==> config.mk <==
export PLATFORM = sky130hd
export DESIGN_NAME = acpm_power_ctrl
export DESIGN_NICKNAME = d
export VERILOG_FILES = /design/src/acpm_pkg.sv /design/src/acpm_rate_div.sv /design/src/acpm_power_ctrl.sv
export SDC_FILE = /design/constraint.sdc
export NUM_CORES = 1
export LEC_CHECK = 0
export ABC_AREA = 1
export ABC_CLOCK_PERIOD_IN_PS = 7000
export BUFFER_PORTS_ARGS = -buffer_cell sky130_fd_sc_hd__buf_2
export CAP_MARGIN = 25
export CORE_MARGIN = 5
export CORE_UTILIZATION = 50
export DETAILED_ROUTE_END_ITERATION = 6
export GPL_TIMING_DRIVEN = 0
export PLACE_DENSITY = 0.7
export SLEW_MARGIN = 20
export SYNTH_ARGS = -nofsm -noshare
export SYNTH_HDL_FRONTEND = slang
export SYNTH_SLANG_ARGS = --single-unit
export TNS_END_PERCENT = 30
==> constraint.sdc <==
create_clock -name core_clk -period 7 [get_ports core_clk]
set_input_delay 0 -clock core_clk [delete_from_list [all_inputs] [get_ports core_clk]]
set_output_delay 0 -clock core_clk [all_outputs]
set_load 0.02 [all_outputs]
==> src/acpm_pkg.sv <==
// Purpose: shared constants and types of the power-mode controller
// Assumes: registers sit at byte addresses on the serial register port
// Notes:   one clock at 250 MHz; all rates derive from the 3200 Hz grid
package acpm_pkg;

  // ---------------------------------------------------------------
  // timing
  // ---------------------------------------------------------------
  localparam int CLK_HZ = 250_000_000;
  localparam int ODR_TOP_HZ = 3200;
  // cycles of one 3200 Hz step, the finest internal sample grid
  localparam int BASE_CYCLES = CLK_HZ / ODR_TOP_HZ;
  // rate codes span fifteen halvings below the top rate
  localparam int SUB_W = 15;

  // ---------------------------------------------------------------
  // register addresses
  // ---------------------------------------------------------------
  localparam logic [7:0] ADDR_INACT_THRESH = 8'h25;
  localparam logic [7:0] ADDR_INACT_TIME = 8'h26;
  localparam logic [7:0] ADDR_RATE = 8'h2C;
  localparam logic [7:0] ADDR_POWER = 8'h2D;

  // ---------------------------------------------------------------
  // field positions
  // ---------------------------------------------------------------
  localparam int MEASURE_BIT = 3;
  localparam int AUTOSLEEP_BIT = 4;
  localparam int LINK_BIT = 5;
  localparam int LOW_POWER_BIT = 4;
  localparam int RATE_LSB = 0;
  localparam int RATE_W = 4;

  // ---------------------------------------------------------------
  // rate codes and reset values
  // ---------------------------------------------------------------
  localparam logic [3:0] RATE_CODE_TOP = 4'hF;
  // 6.25 Hz, the fastest code below 8 Hz
  localparam logic [3:0] RATE_CODE_SLEEP = 4'h6;
  localparam logic [7:0] RST_INACT_THRESH = 8'h00;
  localparam logic [7:0] RST_INACT_TIME = 8'h00;
  localparam logic [7:0] RST_RATE = 8'h0A;
  localparam logic [7:0] RST_POWER = 8'h00;
  localparam logic [7:0] READ_ZERO = 8'h00;

  // ---------------------------------------------------------------
  // power modes
  // ---------------------------------------------------------------
  typedef enum logic [1:0] {
    ACPM_STANDBY = 2'b00,
    ACPM_MEASURE = 2'b01,
    ACPM_SLEEP = 2'b10
  } acpm_mode_t;

endpackage

==> src/acpm_rate_div.sv <==
// Purpose: 3200 Hz grid tick and rate-code sample tick
// Assumes: reset already synchronised by the caller
// Notes:   grid runs always; sample tick only while run is high
`timescale 1ns/1ps
module acpm_rate_div #(
  parameter int unsigned BASE_CYCLES = acpm_pkg::BASE_CYCLES
) (
  input wire logic core_clk,
  input wire logic rst_n,
  input wire logic run,
  input wire logic [3:0] rate_code,
  output logic base_tick,
  output logic sample_tick
);

  // ---------------------------------------------------------------
  // prescaler and decimation counter
  // ---------------------------------------------------------------
  logic [31:0] pre_cnt;
  logic [31:0] next_pre_cnt;
  logic [acpm_pkg::SUB_W-1:0] sub_cnt;
  logic [acpm_pkg::SUB_W-1:0] next_sub_cnt;
  logic [acpm_pkg::SUB_W-1:0] mask;
  logic next_base_tick;
  logic next_sample_tick;
  logic wrap;

  // each code step down halves the rate: one more low bit in the mask,
  // so the top code needs no decimation at all
  always_comb begin
    mask = ~({acpm_pkg::SUB_W{1'b1}} <<
      (acpm_pkg::RATE_CODE_TOP - rate_code));
    wrap = (pre_cnt == 32'(BASE_CYCLES - 1));
    next_pre_cnt = wrap ? 32'h0000_0000 : pre_cnt + 32'h0000_0001;
    next_base_tick = wrap;
    // counter restarts in standby so the first sample is a full period
    if (!run) begin
      next_sub_cnt = '0;
    end else if (wrap) begin
      next_sub_cnt = sub_cnt + 1'b1;
    end else begin
      next_sub_cnt = sub_cnt;
    end
    next_sample_tick = run && wrap && ((sub_cnt & mask) == mask);
  end

  always_ff @(posedge core_clk or negedge rst_n) begin
    if (!rst_n) begin
      pre_cnt <= 32'h0000_0000;
      sub_cnt <= '0;
      base_tick <= 1'b0;
      sample_tick <= 1'b0;
    end else begin
      pre_cnt <= next_pre_cnt;
      sub_cnt <= next_sub_cnt;
      base_tick <= next_base_tick;
      sample_tick <= next_sample_tick;
    end
  end

endmodule

==> src/acpm_power_ctrl.sv <==
// Purpose: standby / measurement / autosleep mode control and rate select
// Assumes: register port and detector pulses come from core_clk logic
// Notes:   mode changes land only on the 3200 Hz grid tick
`timescale 1ns/1ps
module acpm_power_ctrl #(
  parameter int unsigned BASE_CYCLES = acpm_pkg::BASE_CYCLES
) (
  input wire logic core_clk,
  input wire logic nrst,
  input wire logic [7:0] reg_addr,
  input wire logic [7:0] reg_wdata,
  input wire logic reg_wr,
  input wire logic reg_rd,
  output logic [7:0] reg_rdata,
  input wire logic act_detect,
  input wire logic inact_detect,
  output logic [7:0] inactivity_threshold,
  output logic [7:0] inactivity_time,
  output logic [1:0] power_mode,
  output logic sensing_en,
  output logic sample_tick,
  output logic conv_tick,
  output logic low_power_active,
  output logic [3:0] odr_code,
  output logic fifo_hold
);

  // ---------------------------------------------------------------
  // reset release
  // ---------------------------------------------------------------
  logic rst_meta;
  logic rst_n;

  // assertion is immediate, release waits two edges
  always_ff @(posedge core_clk or negedge nrst) begin
    if (!nrst) begin
      rst_meta <= 1'b0;
      rst_n <= 1'b0;
    end else begin
      rst_meta <= 1'b1;
      rst_n <= rst_meta;
    end
  end

  // ---------------------------------------------------------------
  // register file
  // ---------------------------------------------------------------
  logic [7:0] rate_and_power_select;
  logic [7:0] power_control;
  logic [7:0] next_inact_thresh;
  logic [7:0] next_inact_time;
  logic [7:0] next_rate;
  logic [7:0] next_power;
  logic [7:0] next_rdata;

  // writes are taken in every mode, so setup can happen in standby
  always_comb begin
    next_inact_thresh = inactivity_threshold;
    next_inact_time = inactivity_time;
    next_rate = rate_and_power_select;
    next_power = power_control;
    next_rdata = reg_rdata;
    if (reg_wr) begin
      case (reg_addr)
        acpm_pkg::ADDR_INACT_THRESH: next_inact_thresh = reg_wdata;
        acpm_pkg::ADDR_INACT_TIME: next_inact_time = reg_wdata;
        acpm_pkg::ADDR_RATE: next_rate = reg_wdata;
        acpm_pkg::ADDR_POWER: next_power = reg_wdata;
        default: next_rate = rate_and_power_select;
      endcase
    end
    // unmapped addresses read as zero
    if (reg_rd) begin
      case (reg_addr)
        acpm_pkg::ADDR_INACT_THRESH: next_rdata = inactivity_threshold;
        acpm_pkg::ADDR_INACT_TIME: next_rdata = inactivity_time;
        acpm_pkg::ADDR_RATE: next_rdata = rate_and_power_select;
        acpm_pkg::ADDR_POWER: next_rdata = power_control;
        default: next_rdata = acpm_pkg::READ_ZERO;
      endcase
    end
  end

  // mode transitions never touch these, only the register port does
  always_ff @(posedge core_clk or negedge rst_n) begin
    if (!rst_n) begin
      inactivity_threshold <= acpm_pkg::RST_INACT_THRESH;
      inactivity_time <= acpm_pkg::RST_INACT_TIME;
      rate_and_power_select <= acpm_pkg::RST_RATE;
      power_control <= acpm_pkg::RST_POWER;
      reg_rdata <= acpm_pkg::READ_ZERO;
    end else begin
      inactivity_threshold <= next_inact_thresh;
      inactivity_time <= next_inact_time;
      rate_and_power_select <= next_rate;
      power_control <= next_power;
      reg_rdata <= next_rdata;
    end
  end

  // ---------------------------------------------------------------
  // control fields
  // ---------------------------------------------------------------
  logic measure_req;
  logic sleep_armed;
  logic lp_req;
  logic [3:0] rate_req;

  assign measure_req = power_control[acpm_pkg::MEASURE_BIT];
  // both bits are needed, as the host is told to set them together
  assign sleep_armed = power_control[acpm_pkg::AUTOSLEEP_BIT] &&
    power_control[acpm_pkg::LINK_BIT];
  assign lp_req = rate_and_power_select[acpm_pkg::LOW_POWER_BIT];
  assign rate_req =
    rate_and_power_select[acpm_pkg::RATE_LSB +: acpm_pkg::RATE_W];

  // ---------------------------------------------------------------
  // rate generation
  // ---------------------------------------------------------------
  acpm_pkg::acpm_mode_t mode;
  acpm_pkg::acpm_mode_t next_mode;
  logic base_tick;
  logic running;
  logic [3:0] eff_code;

  assign running = (mode != acpm_pkg::ACPM_STANDBY);
  // sleep caps the rate at 6.25 Hz, slower codes are kept as asked
  assign eff_code = (mode == acpm_pkg::ACPM_SLEEP &&
    rate_req > acpm_pkg::RATE_CODE_SLEEP) ?
    acpm_pkg::RATE_CODE_SLEEP : rate_req;

  acpm_rate_div #(
    .BASE_CYCLES(BASE_CYCLES)
  ) u_div (
    .core_clk(core_clk),
    .rst_n(rst_n),
    .run(running),
    .rate_code(eff_code),
    .base_tick(base_tick),
    .sample_tick(sample_tick)
  );

  // ---------------------------------------------------------------
  // detector event capture
  // ---------------------------------------------------------------
  logic inact_pend;
  logic act_pend;
  logic next_inact_pend;
  logic next_act_pend;

  // pulses wait for the grid tick; a pulse on that tick is kept
  always_comb begin
    next_inact_pend = inact_detect || (inact_pend && !base_tick);
    next_act_pend = act_detect || (act_pend && !base_tick);
  end

  always_ff @(posedge core_clk or negedge rst_n) begin
    if (!rst_n) begin
      inact_pend <= 1'b0;
      act_pend <= 1'b0;
    end else begin
      inact_pend <= next_inact_pend;
      act_pend <= next_act_pend;
    end
  end

  // ---------------------------------------------------------------
  // mode state machine
  // ---------------------------------------------------------------
  // decisions only on the grid tick so no sample is cut in half
  always_comb begin
    next_mode = mode;
    if (base_tick) begin
      case (mode)
        acpm_pkg::ACPM_STANDBY: begin
          if (measure_req) begin
            next_mode = acpm_pkg::ACPM_MEASURE;
          end
        end
        acpm_pkg::ACPM_MEASURE: begin
          if (!measure_req) begin
            next_mode = acpm_pkg::ACPM_STANDBY;
          end else if (sleep_armed && inact_pend) begin
            next_mode = acpm_pkg::ACPM_SLEEP;
          end
        end
        acpm_pkg::ACPM_SLEEP: begin
          if (!measure_req) begin
            next_mode = acpm_pkg::ACPM_STANDBY;
          end else if (act_pend || !sleep_armed) begin
            next_mode = acpm_pkg::ACPM_MEASURE;
          end
        end
        default: next_mode = acpm_pkg::ACPM_STANDBY;
      endcase
    end
  end

  always_ff @(posedge core_clk or negedge rst_n) begin
    if (!rst_n) begin
      mode <= acpm_pkg::ACPM_STANDBY;
    end else begin
      mode <= next_mode;
    end
  end

  // ---------------------------------------------------------------
  // outputs
  // ---------------------------------------------------------------
  assign power_mode = mode;
  assign odr_code = eff_code;
  assign sensing_en = running;
  // standby freezes the FIFO and never clears it
  assign fifo_hold = !running;
  assign low_power_active = running && lp_req;
  // low power converts once per output sample instead of on every step
  assign conv_tick = running &&
    (low_power_active ? sample_tick : base_tick);
endmodule

==> flow_summary.json <==
{
  "dpl.hpwl_mm": 9.279,
  "antenna_found_initial": 0,
  "clk_latency_ns": 0.37,
  "crit-reg2reg-launch": "u_div.pre_cnt[0]$_DFF_PN0_",
  "htreeDepth": 3,
  "worstHoldPathCells": 4,
  "first_global_vias": 4589,
  "syn_nets": 677,
  "start_kind": "flop",
  "cts-resized-gates": 0,
  "status": "finished clean",
  "clk_path_buf_depth": 2,
  "holdCritPathClass": "in2reg",
  "netlist_top_cells_count": "171 x nand2_1, 93 x dfrtp_1, 88 x inv_1, 65 x nor2_1, 44 x o21ai_0",
  "p_leak_nw": 2.997,
  "start_util_pct": 51.53,
  "hp-start": "reg_wr",
  "stdcell_count": 871,
  "num_antenna_cells": 0,
  "slew_headroom_pct": 57.60,
  "whs_ns": 0.01588,
  "finalSetupTns_ns": 0,
  "reg2reg_to": "u_div.pre_cnt[22]$_DFF_PN0_",
  "synth.ff_latch_count": 95,
  "yosys_most_used_dff": "dfrtp_1",
  "setup_viol_count_final": 0,
  "routabilityCongestion": 0.9121,
  "wl_mm": 12.24,
  "max_freq_mhz": 556.5,
  "rsz0062_at_grt": "false",
  "synth_edf_count": 0,
  "final_area_mm2": 0.005878,
  "grt_max_degree": 49,
  "placed_area_mm2": 0.005562,
  "clock-sinks": 95,
  "fin_skew_ns": 0.01276,
  "via_per_inst": 5.187,
  "cap_viol_max_count": 0,
  "ant_nets": 0,
  "syn_inst": 652,
  "arrival_ns": 1.80,
  "placementRows": 36,
  "io_buffers": 56,
  "synth_top_area_share_pct": 45.78,
  "core-area_mm2": 0.009864,
  "crit_path_end_kind": "output port",
  "dieArea_mm2": 0.01228,
  "synth_cell_types": 43,
  "layout-drive-gt1-share_pct": 15.58,
  "grt_pass1_wl_mm": 21.07,
  "cp.required_ns": 7.00,
  "fp.dieW_um": 110.8,
  "critPathMaxStageDelay_ns": 0.60,
  "hold_end": "inactivity_threshold[1]$_DFFE_PN0P_",
  "wl_per_cell_um": 14.06,
  "path_cells": "inv_1 -> nand2_1 -> nand3_1 -> nand2_1 -> inv_1 -> buf_2",
  "path_class": "reg2out",
  "fin_crit_ns": 1.797,
  "die_h_um": 110.8,
  "finalMaxSlewViolations": 0,
  "async_reset_ff_share_pct": 100.0,
  "synth_seq_area_share_pct": 46.81,
  "first_pass_iters": 5,
  "finalCritPeriodShare_pct": 25.67,
  "drtIter0Drc": 276,
  "grt_overflow": 0,
  "r2r_slack_ns": 5.21,
  "post_cts_buffers": 0,
  "clk_pin_slew_ns": 0.10,
  "clock_tree.root_cell": "clkbuf_8",
  "vias": 4518,
  "hold_violations": 0,
  "ios": 57,
  "grt_usage_pct": 20.60,
  "yosysMostFrequentCell": "nand2_1",
  "netlist_top_cells_area": "dfrtp_1 46%, nand2_1 13%, inv_1 6.5%",
  "power_density_mw_per_mm2": 170.1,
  "slowest_stage": "dfstp_2",
  "tightest_slew_ns": 0.6361,
  "yosys.area.top_type": "dfrtp_1",
  "syn_avg_cell_area_um2": 7.797,
  "nNetsFinal": 758,
  "irDropWorstVdd_mv": 0.1105,
  "r2r_cells": 9,
  "cts-buffers-inserted": 9,
  "yosysWarnings": 0,
  "crit_fanout": 7,
  "area_growth_pct": 15.63,
  "syn_area_mm2": 0.005084,
  "dp.cells": 842,
  "cts_tree": "built",
  "drc": 0
}
==> metrics by stage <==
step / power [W] / worst slack (ns) / util [%]
2_1_floorplan: 0.0006281 / 4.161 / -
3_3_place_gp: 0.0006539 / 3.115 / 56.06
3_5_place_dp: 0.0006592 / 5.233 / 56.38
4_1_cts: 0.001012 / 5.206 / 59.59
5_1_grt: 0.001051 / 5.055 / 59.59
6_report: 0.0009997 / 5.203 / 59.59
==> cells in the final DEF (no fill, tap or decap), types with 8 or more instances in the layout <==
cell           instances
nand2_1              171
nor3_1                20
dfrtp_1               92
o22ai_1                8
dlygate4sd3_1         13
o21ai_0               44
clkbuf_8               9
nand3_1               35
inv_1                 88
nor2_1                65
xor2_1                26
nand4_1               17
buf_2                 59
a21oi_1                9
==> critical path: cells and delay by family (launching register included) <==
kind	cells	cell delay (ns)
DFF	1	0.60
buffers and inverters	3	0.33
and+or+nand+nor	3	0.50
==> state kept, by name, summed over array words and instances, names as in the netlist, 2 cells and up <==
name / flops
inactivity_threshold: 8
inactivity_time: 8
power_mode: 2
u_div.pre_cnt: 32
power_control: 8
reg_rdata: 8
rate_and_power_select: 8
u_div.sub_cnt: 15
==> report_power, final <==
part	leakage (nW)	internal, W	switching (W)
Sequential	1.23	0.000562	0.0000140
Clock	0.0923	0.000136	0.000210
Combinational	1.68	0.0000295	0.0000480
Total	3.00	0.000727	0.000272
==> layout make-up <==
type	instances	area, um2
Buffer	8	77.57
Clock buffer	9	123.9
Clock inverter	7	62.56
Fill cell	906	3986
Inverter	98	372.9
Multi-Input combinational cell	451	2253
Sequential cell	95	2384
Tap cell	133	166.4
Timing Repair Buffer	70	437.9
==> logic make-up after synthesis <==
group | share of synthesized area (%)
adders and majority gates | 0.7384
buffers and inverters | 8.861
xor gates and xnor gates | 5.169
AOI/OAI and AO/OA | 9.402
and+or+nand+nor | 28.94
DFF | 46.81
other | 0.07377
==> repair_timing <==
action	4_1_cts	5_1_grt
hold buffers	13	0
endpoints found under the setup margin	0	0
endpoints found under the hold margin	44	0
==> worst max path at each step <==
| stage | start | slack [ns] | end |
|---|---|---|---|
| floorplan | rst_n$_DFF_PN0_ | 4.16 | act_pend$_DFF_PN0_ |
| global placement | rst_n$_DFF_PN0_ | 3.11 | inactivity_threshold[1]$_DFFE_PN0P_ |
| detailed placement | u_div.pre_cnt[0]$_DFF_PN0_ | 5.23 | u_div.pre_cnt[22]$_DFF_PN0_ |
| CTS | rate_and_power_select[3]$_DFFE_PN1P_ | 5.21 | odr_code[3] |
| global route | power_mode[1]$_DFFE_PN0P_ | 5.05 | odr_code[3] |
| finish | rate_and_power_select[3]$_DFFE_PN1P_ | 5.20 | odr_code[3] |
==> metal layers <==
metal,global-route usage (%),vias to the layer above,wire (um)
met5,0,-,0
met4,6.158,0,191
met3,3.985,19,685
met2,34.10,128,5985
met1,27.48,2128,5380
li1,-,2243,-
(Power assumes the default switching activity.)
